`src/common/iodma_pkg.sv`:
```
package iodma_pkg;
    // register byte offsets
    localparam logic [7:0] OFS_CTRL = 8'h00;
    localparam logic [7:0] OFS_STATUS = 8'h04;
    localparam logic [7:0] OFS_ADDR = 8'h08;
    localparam logic [7:0] OFS_COUNT = 8'h0C;
    localparam logic [7:0] OFS_AUX_OUT = 8'h10;
    localparam logic [7:0] OFS_AUX_CHAN = 8'h14;
    localparam logic [7:0] OFS_IRQ_STAT = 8'h18;
    localparam logic [7:0] OFS_IRQ_CLR = 8'h1C;
    localparam logic [7:0] OFS_IRQ_EN = 8'h20;
    // control fields
    localparam int CTRL_START_BIT = 0;
    localparam int CTRL_ABORT_BIT = 1;
    localparam int CTRL_CLR_FIFO_BIT = 2;
    localparam int CTRL_STOP_BIT = 3;
    localparam int CTRL_CHAIN_BIT = 4;
    // status fields
    localparam int ST_BUSY_BIT = 0;
    localparam int ST_SAMPLING_BIT = 1;
    localparam int ST_OVERRUN_BIT = 2;
    // interrupt fields
    localparam int IRQ_DONE_BIT = 0;
    localparam int IRQ_OVR_BIT = 1;
    localparam int IRQ_W = 2;
    // single-channel aux write fields
    localparam int AUXCH_IDX_LSB = 0;
    localparam int AUXCH_VAL_BIT = 4;
    localparam int AUX_W = 4;
    // reset values
    localparam logic [4:0] CTRL_RST = 5'h00;
    localparam logic [AUX_W-1:0] AUX_RST = 4'h0;
    localparam logic [IRQ_W-1:0] IRQ_RST = 2'h0;
    localparam logic [31:0] ADDR_RST = 32'h0000_0000;
    // transfer geometry
    localparam int CNT_W = 24;
    localparam logic [CNT_W-1:0] CNT_RST = 24'h00_0000;
    localparam logic [CNT_W-1:0] MAX_BLOCK_BYTES = 24'h80_0000;
    localparam logic [CNT_W-1:0] BYTES_PER_WORD = 24'h00_0004;
    localparam logic [31:0] WORD_ADDR_MASK = 32'hFFFF_FFFC;
    localparam logic [31:0] DESC_ADDR_MASK = 32'hFFFF_FFF0;
    localparam logic [1:0] DESC_LAST_IDX = 2'h2;
    localparam int DESC_END_BIT = 0;
    localparam logic [1:0] RESP_OKAY = 2'h0;
    localparam logic [1:0] RESP_DECERR = 2'h3;

    typedef enum logic [1:0] {
        ST_IDLE = 2'b00,
        ST_DESC = 2'b01,
        ST_REQ = 2'b11,
        ST_WRITE = 2'b10
    } iodma_state_t;

    typedef struct packed {
        logic [31:0] addr;
        logic [31:0] data;
    } iodma_wr_t;
endpackage

```
`src/rtl/iodma_top.sv`:
```
// Implementation choices: register access over AXI4-Lite and the register offsets.
`timescale 1ns/10ps
// Contract
// RULE1: four independently writable auxiliary output bits.
// RULE2: software picks aux channel by index 0 to 3 only.
// RULE3: channel write sets chosen bit to 0 or 1, others kept.
// RULE4: host loads count and 32-bit start address before start.
// RULE5: count held in bytes, up to 2^23 bytes per block; descriptor counts are loaded uncapped, up to 2^24-1.
// RULE6: each memory write carries one full 32-bit word.
// RULE7: sampled words go into FIFO, drained while bus held.
// RULE8: FIFO empty mid-block releases bus, re-requests on new data.
// RULE9: count exhausted ends block, shows done, raises enabled interrupt.
// RULE10: transfer runs until last word moved or software aborts.
// RULE11: descriptor addresses are 16-byte aligned, buffers fetched from them.
// RULE12: in chained mode block count is ignored.
// RULE13: contiguous start address is word aligned.
// RULE14: clear option empties FIFO at start, else queued words kept.
// RULE15: stop option halts sampling at completion, else sampling continues.
// RULE16: status reads 1 while in progress, 0 when done.
// RULE17: input word arriving with FIFO full sets sticky overrun.
// RULE18: reset leaves engine idle, FIFO empty, overrun clear, aux zero.
module iodma_top #(
    parameter int FIFO_DEPTH = 16,
    parameter int PTR_W = 4
) (
    // clock and reset
    input wire logic aclk,
    input wire logic aresetn,
    // axi4-lite slave
    input wire logic [7:0] s_awaddr,
    input wire logic s_awvalid,
    output logic s_awready,
    input wire logic [31:0] s_wdata,
    input wire logic [3:0] s_wstrb,
    input wire logic s_wvalid,
    output logic s_wready,
    output logic [1:0] s_bresp,
    output logic s_bvalid,
    input wire logic s_bready,
    input wire logic [7:0] s_araddr,
    input wire logic s_arvalid,
    output logic s_arready,
    output logic [31:0] s_rdata,
    output logic [1:0] s_rresp,
    output logic s_rvalid,
    input wire logic s_rready,
    // sampled input pins
    input wire logic [31:0] di_word,
    input wire logic di_strobe,
    // host bus master
    output logic bus_req,
    input wire logic bus_gnt,
    output logic wr_valid,
    output iodma_pkg::iodma_wr_t wr_req,
    input wire logic wr_ready,
    output logic rd_valid,
    output logic [31:0] rd_addr,
    input wire logic rd_ready,
    input wire logic rd_rsp_valid,
    input wire logic [31:0] rd_rsp_data,
    // auxiliary outputs and interrupt
    output logic [iodma_pkg::AUX_W-1:0] aux_out,
    output logic irq
);
    import iodma_pkg::*;

    function automatic logic [31:0] apply_strb(input logic [31:0] old,
        input logic [31:0] val, input logic [3:0] strb);
        logic [31:0] r;
        r = old;
        for (int i = 0; i < 4; i++)
        begin
            if (strb[i])
                r[i*8 +: 8] = val[i*8 +: 8];
        end
        return r;
    endfunction

    // pin synchronisers, strobe edge taken from stages two and three
    logic [31:0] di_s1_ff, di_s2_ff;
    logic [2:0] stb_sync_ff;
    always_ff @(posedge aclk)
    begin
        if (!aresetn)
        begin
            di_s1_ff <= 32'h0000_0000;
            di_s2_ff <= 32'h0000_0000;
            stb_sync_ff <= 3'h0;
        end
        else
        begin
            di_s1_ff <= di_word;
            di_s2_ff <= di_s1_ff;
            stb_sync_ff <= {stb_sync_ff[1:0], di_strobe};
        end
    end
    logic sample_evt;
    assign sample_evt = stb_sync_ff[1] & ~stb_sync_ff[2];

    // register and bus slave state
    logic aw_got_ff, w_got_ff, bvalid_ff, rvalid_ff;
    logic [7:0] awaddr_ff;
    logic [31:0] wdata_ff, rdata_ff;
    logic [3:0] wstrb_ff;
    logic [1:0] bresp_ff, rresp_ff;
    logic [4:0] ctrl_ff;
    logic [31:0] addr_reg_ff;
    logic [CNT_W-1:0] count_reg_ff;
    logic [AUX_W-1:0] aux_ff;
    logic [IRQ_W-1:0] irq_stat_ff, irq_en_ff;
    logic nxt_aw_got, nxt_w_got, nxt_bvalid, nxt_rvalid;
    logic [7:0] nxt_awaddr;
    logic [31:0] nxt_wdata, nxt_rdata, wmerge;
    logic [3:0] nxt_wstrb;
    logic [1:0] nxt_bresp, nxt_rresp;
    logic [4:0] nxt_ctrl;
    logic [31:0] nxt_addr_reg;
    logic [CNT_W-1:0] nxt_count_reg;
    logic [AUX_W-1:0] nxt_aux;
    logic [IRQ_W-1:0] nxt_irq_stat, nxt_irq_en, irq_set;
    logic do_write, start_cmd, abort_cmd, done_evt, ovr_evt;
    logic busy_ff, sampling_ff;

    assign s_awready = !aw_got_ff && !bvalid_ff;
    assign s_wready = !w_got_ff && !bvalid_ff;
    assign s_arready = !rvalid_ff;
    assign s_bvalid = bvalid_ff;
    assign s_bresp = bresp_ff;
    assign s_rvalid = rvalid_ff;
    assign s_rdata = rdata_ff;
    assign s_rresp = rresp_ff;
    assign aux_out = aux_ff;
    assign irq = |(irq_stat_ff & irq_en_ff);
    assign do_write = aw_got_ff && w_got_ff && !bvalid_ff;
    assign wmerge = apply_strb(32'h0000_0000, wdata_ff, wstrb_ff);
    assign start_cmd = do_write && awaddr_ff == OFS_CTRL
        && wmerge[CTRL_START_BIT];
    assign abort_cmd = do_write && awaddr_ff == OFS_CTRL
        && wmerge[CTRL_ABORT_BIT];
    assign irq_set = {ovr_evt, done_evt};

    // byte-lane merge of the addressed register with the written word
    logic [31:0] old_word, new_word;
    always_comb
    begin
        case (awaddr_ff)
            OFS_CTRL: old_word = {27'h0, ctrl_ff};
            OFS_COUNT: old_word = {8'h00, count_reg_ff};
            OFS_AUX_OUT: old_word = {28'h0, aux_ff};
            OFS_IRQ_EN: old_word = {30'h0, irq_en_ff};
            default: old_word = addr_reg_ff;
        endcase
    end
    assign new_word = apply_strb(old_word, wdata_ff, wstrb_ff);

    always_comb
    begin
        nxt_aw_got = aw_got_ff;
        nxt_w_got = w_got_ff;
        nxt_awaddr = awaddr_ff;
        nxt_wdata = wdata_ff;
        nxt_wstrb = wstrb_ff;
        nxt_bvalid = bvalid_ff;
        nxt_bresp = bresp_ff;
        nxt_rvalid = rvalid_ff;
        nxt_rdata = rdata_ff;
        nxt_rresp = rresp_ff;
        nxt_ctrl = ctrl_ff;
        nxt_addr_reg = addr_reg_ff;
        nxt_count_reg = count_reg_ff;
        nxt_aux = aux_ff;
        nxt_irq_en = irq_en_ff;
        nxt_irq_stat = irq_stat_ff;
        if (s_awvalid && s_awready)
        begin
            nxt_aw_got = 1'b1;
            nxt_awaddr = s_awaddr;
        end
        if (s_wvalid && s_wready)
        begin
            nxt_w_got = 1'b1;
            nxt_wdata = s_wdata;
            nxt_wstrb = s_wstrb;
        end
        if (do_write)
        begin
            nxt_aw_got = 1'b0;
            nxt_w_got = 1'b0;
            nxt_bvalid = 1'b1;
            nxt_bresp = RESP_OKAY;
            case (awaddr_ff)
                OFS_CTRL: nxt_ctrl = new_word[4:0];
                OFS_ADDR: nxt_addr_reg = new_word;
                // RULE5: byte count capped
                OFS_COUNT:
                begin
                    nxt_count_reg = new_word[CNT_W-1:0];
                    if (new_word > {8'h00, MAX_BLOCK_BYTES})
                        nxt_count_reg = MAX_BLOCK_BYTES;
                end
                // RULE1: whole port write
                OFS_AUX_OUT: nxt_aux = new_word[AUX_W-1:0];
                // RULE3: one bit, others kept
                OFS_AUX_CHAN:
                begin
                    if (wstrb_ff[0])
                        nxt_aux[wdata_ff[AUXCH_IDX_LSB +: 2]] =
                            wdata_ff[AUXCH_VAL_BIT];
                end
                OFS_IRQ_CLR: nxt_irq_stat = irq_stat_ff
                    & ~wmerge[IRQ_W-1:0];
                OFS_IRQ_EN: nxt_irq_en = new_word[IRQ_W-1:0];
                OFS_STATUS, OFS_IRQ_STAT: nxt_bresp = RESP_OKAY;
                default: nxt_bresp = RESP_DECERR;
            endcase
            // start and abort are commands, never stored
            nxt_ctrl[CTRL_START_BIT] = 1'b0;
            nxt_ctrl[CTRL_ABORT_BIT] = 1'b0;
        end
        // set wins over a clear in the same cycle
        nxt_irq_stat = nxt_irq_stat | irq_set;
        if (s_bvalid && s_bready)
            nxt_bvalid = 1'b0;
        if (s_rvalid && s_rready)
            nxt_rvalid = 1'b0;
        if (s_arvalid && s_arready)
        begin
            nxt_rvalid = 1'b1;
            nxt_rresp = RESP_OKAY;
            nxt_rdata = 32'h0000_0000;
            case (s_araddr)
                OFS_CTRL: nxt_rdata = {27'h0, ctrl_ff};
                // RULE16: 1 while in progress, 0 when done
                OFS_STATUS: nxt_rdata = {29'h0,
                    irq_stat_ff[IRQ_OVR_BIT], sampling_ff, busy_ff};
                OFS_ADDR: nxt_rdata = addr_reg_ff;
                OFS_COUNT: nxt_rdata = {8'h00, count_reg_ff};
                OFS_AUX_OUT: nxt_rdata = {28'h0, aux_ff};
                OFS_IRQ_STAT: nxt_rdata = {30'h0, irq_stat_ff};
                OFS_IRQ_EN: nxt_rdata = {30'h0, irq_en_ff};
                OFS_AUX_CHAN, OFS_IRQ_CLR: nxt_rdata = 32'h0000_0000;
                default: nxt_rresp = RESP_DECERR;
            endcase
        end
    end

    always_ff @(posedge aclk)
    begin
        // RULE18: aux zero, overrun clear
        if (!aresetn)
        begin
            aw_got_ff <= 1'b0;
            w_got_ff <= 1'b0;
            awaddr_ff <= 8'h00;
            wdata_ff <= 32'h0000_0000;
            wstrb_ff <= 4'h0;
            bvalid_ff <= 1'b0;
            bresp_ff <= RESP_OKAY;
            rvalid_ff <= 1'b0;
            rdata_ff <= 32'h0000_0000;
            rresp_ff <= RESP_OKAY;
            ctrl_ff <= CTRL_RST;
            addr_reg_ff <= ADDR_RST;
            count_reg_ff <= CNT_RST;
            aux_ff <= AUX_RST;
            irq_en_ff <= IRQ_RST;
            irq_stat_ff <= IRQ_RST;
        end
        else
        begin
            aw_got_ff <= nxt_aw_got;
            w_got_ff <= nxt_w_got;
            awaddr_ff <= nxt_awaddr;
            wdata_ff <= nxt_wdata;
            wstrb_ff <= nxt_wstrb;
            bvalid_ff <= nxt_bvalid;
            bresp_ff <= nxt_bresp;
            rvalid_ff <= nxt_rvalid;
            rdata_ff <= nxt_rdata;
            rresp_ff <= nxt_rresp;
            ctrl_ff <= nxt_ctrl;
            addr_reg_ff <= nxt_addr_reg;
            count_reg_ff <= nxt_count_reg;
            aux_ff <= nxt_aux;
            irq_en_ff <= nxt_irq_en;
            irq_stat_ff <= nxt_irq_stat;
        end
    end

    // input fifo in flip-flops
    logic [31:0] fifo_mem_ff [FIFO_DEPTH];
    logic [PTR_W-1:0] wptr_ff, rptr_ff, nxt_wptr, nxt_rptr;
    logic [PTR_W:0] fill_ff, nxt_fill;
    logic fifo_empty, fifo_full, push, pop, fifo_clr;
    assign fifo_empty = fill_ff == '0;
    assign fifo_full = fill_ff == (PTR_W+1)'(FIFO_DEPTH);
    // RULE7: each sample queued while sampling and fifo not full, except one arriving in the cycle of a start flush
    assign push = sample_evt && sampling_ff && !fifo_full;
    // RULE17: arrival while full
    assign ovr_evt = sample_evt && sampling_ff && fifo_full;
    assign pop = wr_valid && wr_ready;
    // RULE14: optional flush at start
    // option bits come with the start write itself
    assign fifo_clr = start_cmd && !busy_ff && new_word[CTRL_CLR_FIFO_BIT];

    always_comb
    begin
        nxt_wptr = wptr_ff;
        nxt_rptr = rptr_ff;
        nxt_fill = fill_ff;
        if (fifo_clr)
        begin
            nxt_wptr = '0;
            nxt_rptr = '0;
            nxt_fill = '0;
        end
        else
        begin
            if (push)
                nxt_wptr = wptr_ff + 1'b1;
            if (pop)
                nxt_rptr = rptr_ff + 1'b1;
            nxt_fill = fill_ff + (PTR_W+1)'(push) - (PTR_W+1)'(pop);
        end
    end

    always_ff @(posedge aclk)
    begin
        if (!aresetn)
        begin
            wptr_ff <= '0;
            rptr_ff <= '0;
            fill_ff <= '0;
        end
        else
        begin
            wptr_ff <= nxt_wptr;
            rptr_ff <= nxt_rptr;
            fill_ff <= nxt_fill;
        end
        if (push)
            fifo_mem_ff[wptr_ff] <= di_s2_ff;
    end

    // transfer engine
    iodma_state_t state_ff, nxt_state;
    logic [31:0] cur_addr_ff, nxt_cur_addr, desc_ptr_ff, nxt_desc_ptr;
    logic [31:0] next_desc_ff, nxt_next_desc;
    logic [CNT_W-1:0] remain_ff, nxt_remain;
    logic [1:0] desc_idx_ff, nxt_desc_idx;
    logic rd_pend_ff, nxt_rd_pend, last_ff, nxt_last;
    logic nxt_busy, nxt_sampling, chain_ff, nxt_chain, block_end;

    assign wr_req.addr = cur_addr_ff;
    assign wr_req.data = fifo_mem_ff[rptr_ff];
    assign rd_addr = desc_ptr_ff + {28'h0, desc_idx_ff, 2'b00};
    assign rd_valid = state_ff == ST_DESC && bus_gnt && !rd_pend_ff;
    // RULE6: one full word per write
    assign wr_valid = state_ff == ST_WRITE && bus_gnt && !fifo_empty
        && !block_end;
    // RULE8: no request in ST_REQ while nothing queued
    assign bus_req = state_ff == ST_DESC || state_ff == ST_WRITE
        || (state_ff == ST_REQ && !fifo_empty);
    assign block_end = remain_ff < BYTES_PER_WORD;

    always_comb
    begin
        nxt_state = state_ff;
        nxt_cur_addr = cur_addr_ff;
        nxt_desc_ptr = desc_ptr_ff;
        nxt_next_desc = next_desc_ff;
        nxt_remain = remain_ff;
        nxt_desc_idx = desc_idx_ff;
        nxt_rd_pend = rd_pend_ff;
        nxt_last = last_ff;
        nxt_busy = busy_ff;
        nxt_sampling = sampling_ff;
        nxt_chain = chain_ff;
        done_evt = 1'b0;
        case (state_ff)
            ST_IDLE:
            begin
                // RULE4: start uses preloaded address, and preloaded count only when not chained
                if (start_cmd)
                begin
                    nxt_busy = 1'b1;
                    nxt_sampling = 1'b1;
                    nxt_chain = new_word[CTRL_CHAIN_BIT];
                    // RULE11: descriptor chain from aligned pointer
                    // RULE12: chained count comes from descriptors
                    if (new_word[CTRL_CHAIN_BIT])
                    begin
                        nxt_state = ST_DESC;
                        nxt_desc_ptr = addr_reg_ff & DESC_ADDR_MASK;
                        nxt_desc_idx = 2'h0;
                    end
                    else
                    begin
                        // RULE13: low address bits dropped
                        nxt_state = ST_REQ;
                        nxt_cur_addr = addr_reg_ff & WORD_ADDR_MASK;
                        nxt_remain = count_reg_ff;
                        nxt_last = 1'b1;
                    end
                end
            end
            ST_DESC:
            begin
                if (rd_valid && rd_ready)
                    nxt_rd_pend = 1'b1;
                if (rd_pend_ff && rd_rsp_valid)
                begin
                    nxt_rd_pend = 1'b0;
                    nxt_desc_idx = desc_idx_ff + 2'h1;
                    case (desc_idx_ff)
                        2'h0: nxt_cur_addr = rd_rsp_data & WORD_ADDR_MASK;
                        2'h1: nxt_remain = rd_rsp_data[CNT_W-1:0];
                        default:
                        begin
                            nxt_next_desc = rd_rsp_data & DESC_ADDR_MASK;
                            nxt_last = rd_rsp_data[DESC_END_BIT];
                        end
                    endcase
                    if (desc_idx_ff == DESC_LAST_IDX)
                        nxt_state = ST_REQ;
                end
            end
            ST_REQ:
            begin
                if (block_end)
                    nxt_state = ST_WRITE;
                else if (bus_gnt && !fifo_empty)
                    nxt_state = ST_WRITE;
            end
            default:
            begin
                if (pop)
                begin
                    nxt_cur_addr = cur_addr_ff + 32'h0000_0004;
                    nxt_remain = remain_ff - BYTES_PER_WORD;
                end
                // RULE8: release bus when starved
                else if (!block_end && (fifo_empty || !bus_gnt))
                    nxt_state = ST_REQ;
                // RULE9: byte count exhausted
                if (block_end)
                begin
                    if (chain_ff && !last_ff)
                    begin
                        nxt_state = ST_DESC;
                        nxt_desc_ptr = next_desc_ff;
                        nxt_desc_idx = 2'h0;
                    end
                    else
                    begin
                        nxt_state = ST_IDLE;
                        nxt_busy = 1'b0;
                        done_evt = 1'b1;
                        // RULE15: optional sampling stop
                        if (ctrl_ff[CTRL_STOP_BIT])
                            nxt_sampling = 1'b0;
                    end
                end
            end
        endcase
        // RULE10: abort ends the transfer early
        if (abort_cmd)
        begin
            nxt_state = ST_IDLE;
            nxt_busy = 1'b0;
            nxt_rd_pend = 1'b0;
            done_evt = 1'b0;
        end
    end

    always_ff @(posedge aclk)
    begin
        // RULE18: idle after reset
        if (!aresetn)
        begin
            state_ff <= ST_IDLE;
            cur_addr_ff <= ADDR_RST;
            desc_ptr_ff <= ADDR_RST;
            next_desc_ff <= ADDR_RST;
            remain_ff <= CNT_RST;
            desc_idx_ff <= 2'h0;
            rd_pend_ff <= 1'b0;
            last_ff <= 1'b0;
            busy_ff <= 1'b0;
            sampling_ff <= 1'b0;
            chain_ff <= 1'b0;
        end
        else
        begin
            state_ff <= nxt_state;
            cur_addr_ff <= nxt_cur_addr;
            desc_ptr_ff <= nxt_desc_ptr;
            next_desc_ff <= nxt_next_desc;
            remain_ff <= nxt_remain;
            desc_idx_ff <= nxt_desc_idx;
            rd_pend_ff <= nxt_rd_pend;
            last_ff <= nxt_last;
            busy_ff <= nxt_busy;
            sampling_ff <= nxt_sampling;
            chain_ff <= nxt_chain;
        end
    end
endmodule // iodma_top

```
`config.mk`:
```
export PLATFORM = sky130hd
export DESIGN_NAME = iodma_top
export DESIGN_NICKNAME = d
export VERILOG_FILES = /design/src/common/iodma_pkg.sv /design/src/rtl/iodma_top.sv
export SDC_FILE = /design/constraint.sdc
export NUM_CORES = 1
export LEC_CHECK = 0
export BUFFER_PORTS_ARGS = -buffer_cell sky130_fd_sc_hd__buf_2
export CAP_MARGIN = 20
export CORE_MARGIN = 2
export CORE_UTILIZATION = 48
export DETAILED_ROUTE_END_ITERATION = 7
export GPL_TIMING_DRIVEN = 0
export PLACE_DENSITY = 0.71
export SLEW_MARGIN = 20
export SYNTH_ARGS = -nofsm -noshare
export SYNTH_HDL_FRONTEND = slang
export SYNTH_SLANG_ARGS = --single-unit
```
`constraint.sdc`:
```
create_clock -name aclk -period 10.9 [get_ports aclk]
set_input_delay 2.18 -clock aclk [delete_from_list [all_inputs] [get_ports aclk]]
set_output_delay 2.18 -clock aclk [all_outputs]
set_load 0.05 [all_outputs]
```
# Word level (Yosys, flattened, before mapping)
# Memories as Yosys holds them, arrays and structs flattened. A register that Yosys moved wholly into a read port is not among the register bits.
# Cells that the tools add are included.
# classes
n_addsub	8
order_cmp	4
muxes	76
eq_ne	34
reduce_logical	86
n_bitwise	10
# op_table
cell	n
$mux W32	9
$pmux W32 S7	1
$mux W24	6
$pmux W32 S4	1
$pmux W32 S3	1
$pmux W24 S3	1
$eq A8 B5 Y1 const B	8
$pmux W32 S2	1
$mux W2	19
$add A32 B3 Y32 const B	1
$add A32 B4 Y32	1
$eq A8 B4 Y1 const B	4
$gt A32 B24 Y1 const B	1
$mux W8	4
$logic_and A1 B1 Y1	30
$lt A24 B3 Y1 const B	1
$reduce_and A6 Y1	4
$sub A24 B3 Y24 const B	1
$mux W1	22
$reduce_or A9 Y1	2
$eq A8 B3 Y1 const B	2
$eq A8 B6 Y1 const B	2
$logic_not A8 Y1	2
$reduce_and A5 Y1	3
other kinds (36)	91
# word_totals
reg_bits	356
ramBits	512
out_inout_bits	145
memories	1
elab_cells	252
# mem_list
memory	words	width	rd	rd_ports_with_merged_regs	wr	line_no	source
fifo_mem_ff	16	32	1	1	1	iodma_top.sv:291	logic [31:0] fifo_mem_ff [FIFO_DEPTH];

# Longest topological paths before layout
# logic_depth
ltp_word	8
mapped_depth	15
mapped_depth_nobuf	14

# Worst setup path before layout
# Ideal clock, no wire load.
# synth_path
path_type	in2out
start	input port bus_gnt
end	output port wr_valid
cell_stages	2
t_arrival_ps	3388
slack_ps	5332
required_ps	8720
path_cell_list	nand2_1 > nor3b_1
# synth_via
elab_chain_cells	3
# synth_rtl
item	line_no	source
from (decl)	iodma_top.sv:52	input wire logic bus_gnt,
$logic_and A1 B1 Y1 (2 in series)	iodma_top.sv:359	assign wr_valid = state_ff == ST_WRITE && bus_gnt && !fifo_empty
$logic_and A1 B1 Y1	iodma_top.sv:360	&& !block_end;
to (decl)	iodma_top.sv:53	output logic wr_valid,
# Every way passes these cells.

==> results.txt <==
* Startpoint of the worst-slack reg-to-reg timing path: remain_ff[2]
- First-pass GRT wire length: between 150000 and 200000 µm
- TritonCTS built the clock tree.
- Mux contribution to synthesized area: 0.115
* Number of gates resized after cts: 0
- Warnings from Yosys: 0
- After synthesis the cells add up to about 35000 µm².
- Dividing the detail-routed via count by the number of cells gives roughly 6.2.
- Buffers inserted during clock tree synthesis total slightly below 90.
- Of the total synthesized cell area, the portion taken by full adders, half adders and majority gates is 0.00775.
- Worst Path Class, Setup: flop to output pin
- Total gr overflow: 0
* Synthesis-to-layout area growth: 17.9%
- The tightest min-delay check is of the flop to flop type.
* Peak VDD IR: 0.000127 V
- Once placement completed, the tool counted placed cells totaling between 3k and 4k.
- The detail route stage leaves a number of antenna-violating nets equal to 0.
- The total count of max-transition violations in the final report was 0.
- Reg2Reg Depth: 14
* Clock tree root driver cell: sky130_fd_sc_hd__clkbuf_16
- The H-tree was split into 3 levels.
- Final std cells w/o fill: 4017
- Along the worst hold path, the cell count comes to 1.
* Count of buffers inserted at the top-level ports: around 260
* Nets: 3142
- The repair_antennas step left the layout with diodes totalling 0.
- Static timing analysis puts the maximum clock frequency at ~0.17 GHz.
- Counting the fill cells in the layout gives around 5.7k.
- The synthesized design contains around 860 register bits.
- In the global route stage, overall resource usage came out at 0.292.
* Starting density of the core: 0.486
* Hold endpoint: di_s2_ff[14]
- In the synthesized netlist the dominant register cell turns out to be sky130_fd_sc_hd__edfxtp_1.
- After floorplanning, the core was sized to cover about 70000 µm².
- Entering global routing, the biggest net connects 21 pins.
- Worst max-slew margin expressed relative to the limit: 0.239
- Counting flops with a built-in enable in the synthesized netlist gives between 500 and 600.
* R2r setup slk: 7.15 ns
- Die Height: roughly 270 µm
- By area, the combinational part of the netlist is dominated by multiplexers.
* HPWL reported at the end of detailed placement: a little under 80000 µm
- Of the total synthesized cell area, the portion taken by XOR and XNOR cells is 0.00452.
* Number of distinct library cell variants in the gate-level netlist after synthesis: 84
- At the pin with the least slew margin, the transition time is between 1 and 1.5 ns.
* Simple-gate share of the synthesized area: 0.0978
- Measured along the x axis, the die boundary spans between 200 and 300 µm.
* Crit start category: flop
* DRT iter0 DRCs: between 2k and 3k
* Floorplan row count: a little under 100
- With fillers left out, the area of the finished cells amounts to slightly above 40000 µm².
* Final total negative setup slack: 0 ns
- The cell count after synthesis came out at ~2.6k.
- Floorplan die area: roughly 75000 µm²
* Number of sinks driven by the clock tree: ~860
- Unrepaired setup endpoints after global routing: no
- Post-placement cell area: approximately 38000 µm²
- Top-level port count: roughly 270
- The number of global-route vias before repair came to about 25k.
* Leading cell type in the layout, fill and taps excluded: sky130_fd_sc_hd__edfxtp_1
- Setup violations remaining at the end of the flow were counted as 0.
- The share of the Yosys chip area taken by registers is 0.642.
- Max-cap violations in this run came to 0.
- Worst-path fanout max: 10
* Clock transition at path regs: 0.06 ns
* Final Skew: around 0.038 ns
- In the finished design, the share of the clock period the worst path needs comes to 0.549.
- Data arrives at the worst endpoint at around 3.8 ns.
- Total number of vias: 24.8k
* Hold buffer count at CTS: 0
- Share of flip-flops with an asynchronous set or reset after synthesis: 0
- Initial antenna violation count: 2
* Final critical-path required period: about 6 ns
- On the final layout, the worst hold slack is ~0.43 ns.
- Hold Startpoint: di_s1_ff[14]
- Area of the multi-input gates: between 10000 and 15000 µm²
* Layout cell share with drive strength beyond 1: 0.225
* Residual DRC: 0
- The number of setup buffers added after CTS is 0.
* Mapped Avg Cell Area: between 10 and 15 µm²
- The run finished with clean final reports.
- R2R Path End: fill_ff[4]
- In the layout the commonest cells are sky130_fd_sc_hd__edfxtp_1, sky130_fd_sc_hd__dfxtp_1, sky130_fd_sc_hd__nand2_1, sky130_fd_sc_hd__buf_2, sky130_fd_sc_hd__a21oi_1.
* Buffers from clock root to sink, at most: 3
- Clock latency of the later-clocked register in the worst-skew pair: between 0.6 and 0.7 ns
- STA classifies the critical path endpoint as an output pin.
* Number of detailed-route iterations in the first pass: 6
* Final hold viol count: 0
- Final WL: 110000 µm
- Fraction of the mapped netlist area in compound gates: 0.107
* Area taken by flip-flops and latches: 22400 µm²
- Req. time, crit path: 8.72 ns
* Leakage power of the design: about 15 nW
* Core utilization of the finished layout: 0.573
- The congestion estimate from routability-driven global placement came to roughly 0.94.
* Pwr per Cell Area: 165 nW/µm²
- Average wire per cell in the routed design: about 27 µm
area by class of cell:
| class | count | share of cell area |
|---|---|---|
| inverters | 30 | 0.00274 |
| plain buffers | 185 | 0.0193 |
| well taps | 950 | 0.0289 |
| clock buffers | 111 | 0.0594 |
| multi-input cells | 1523 | 0.285 |
| repair buffers | 304 | 0.0464 |
| flip-flops and latches | 862 | 0.545 |
| clock inverters | 52 | 0.0135 |
stage by stage:
step / power (mW) / setup slack (ns)
2_1_floorplan: 3.66 / 5.33
3_3_place_gp: 3.75 / 3.91
3_5_place_dp: 3.76 / 5.50
4_1_cts: 6.79 / 4.77
5_1_grt: 6.93 / 4.77
6_report: 6.76 / 4.91
synthesized netlist by cell type (all sizes together) (12+ instances only):
| cell | instances | share of area |
|---|---|---|
| edfxtp | 512 | 0.44 |
| dfxtp | 350 | 0.20 |
| nand2 | 325 | 0.035 |
| a21oi | 176 | 0.025 |
| mux4 | 160 | 0.10 |
| clkbuf | 132 | 0.014 |
| nor2 | 130 | 0.014 |
| and2 | 95 | 0.017 |
| o21ai | 78 | 0.011 |
| a22oi | 76 | 0.016 |
| buf | 53 | 0.0083 |
| nand3 | 50 | 0.0072 |
| a211oi | 48 | 0.011 |
| nor3 | 39 | 0.0064 |
| mux2i | 38 | 0.011 |
| o31ai | 37 | 0.0081 |
| inv | 29 | 0.0031 |
| ha | 20 | 0.0072 |
| a32o | 19 | 0.0055 |
| a31oi | 15 | 0.0027 |
| or3 | 13 | 0.0023 |
| a311oi | 12 | 0.0030 |
| nand2b | 12 | 0.0022 |
how the worst max path moves through the flow:
stage	end	start	slack, ns
floorplan	wr_valid	bus_gnt	5.33
global placement	fifo_mem_ff[3][14]	fill_ff[2]	3.91
detailed placement	wr_req[6]	flop	5.50
CTS	wr_req[0]	flop	4.77
global route	wr_req[6]	flop	4.77
finish	wr_req[3]	flop	4.91
per-layer routing:
| layer | vias up | GRT usage | part of all wire |
|---|---|---|---|
| met5 | - | 0 | 0.00025 |
| met4 | 4 | 0.117 | 0.041 |
| met3 | 257 | 0.0644 | 0.098 |
| met2 | 1467 | 0.493 | 0.49 |
| met1 | 12324 | 0.365 | 0.37 |
| li1 | 10706 | - | - |
power breakdown:
part / switching (mW) / leakage, nW / internal, mW / total (mW)
logic: 0.146 / 5.03 / 0.0554 / 0.201
clock network: 1.36 / 1.45 / 1.71 / 3.07
registers: 0.0319 / 8.25 / 3.46 / 3.49
worst max-delay path, stage by stage, from the launching register on:
cell	delay (ns)
sky130_fd_sc_hd__dfxtp_1	0.36
sky130_fd_sc_hd__clkbuf_1	0.54
sky130_fd_sc_hd__buf_1	0.81
sky130_fd_sc_hd__mux4_2	0.62
sky130_fd_sc_hd__mux4_2	0.56
sky130_fd_sc_hd__buf_2	0.25
logic make-up (layout without fill, tap and decap cells):
family          Yosys count  in the layout
flops                   862            862
simple gates            725            725
compound gates          555            555
buf+inv                 215            682
mux                     200            200
fa+ha+maj                21             21
xor+xnor                 18             18
other cells               1              4
flip-flops by register name, indices dropped and copies added, names as in the netlist, 22 cells and up, named ones only:
signal and count:
addr_reg_ff 32, count_reg_ff 24, cur_addr_ff 30, desc_ptr_ff 28, di_s1_ff 32, di_s2_ff 32, fifo_mem_ff 512, next_desc_ff 28
remain_ff 22, s_rdata 32, wdata_ff 32
No activity file was read; power rests on OpenSTA's default activity.
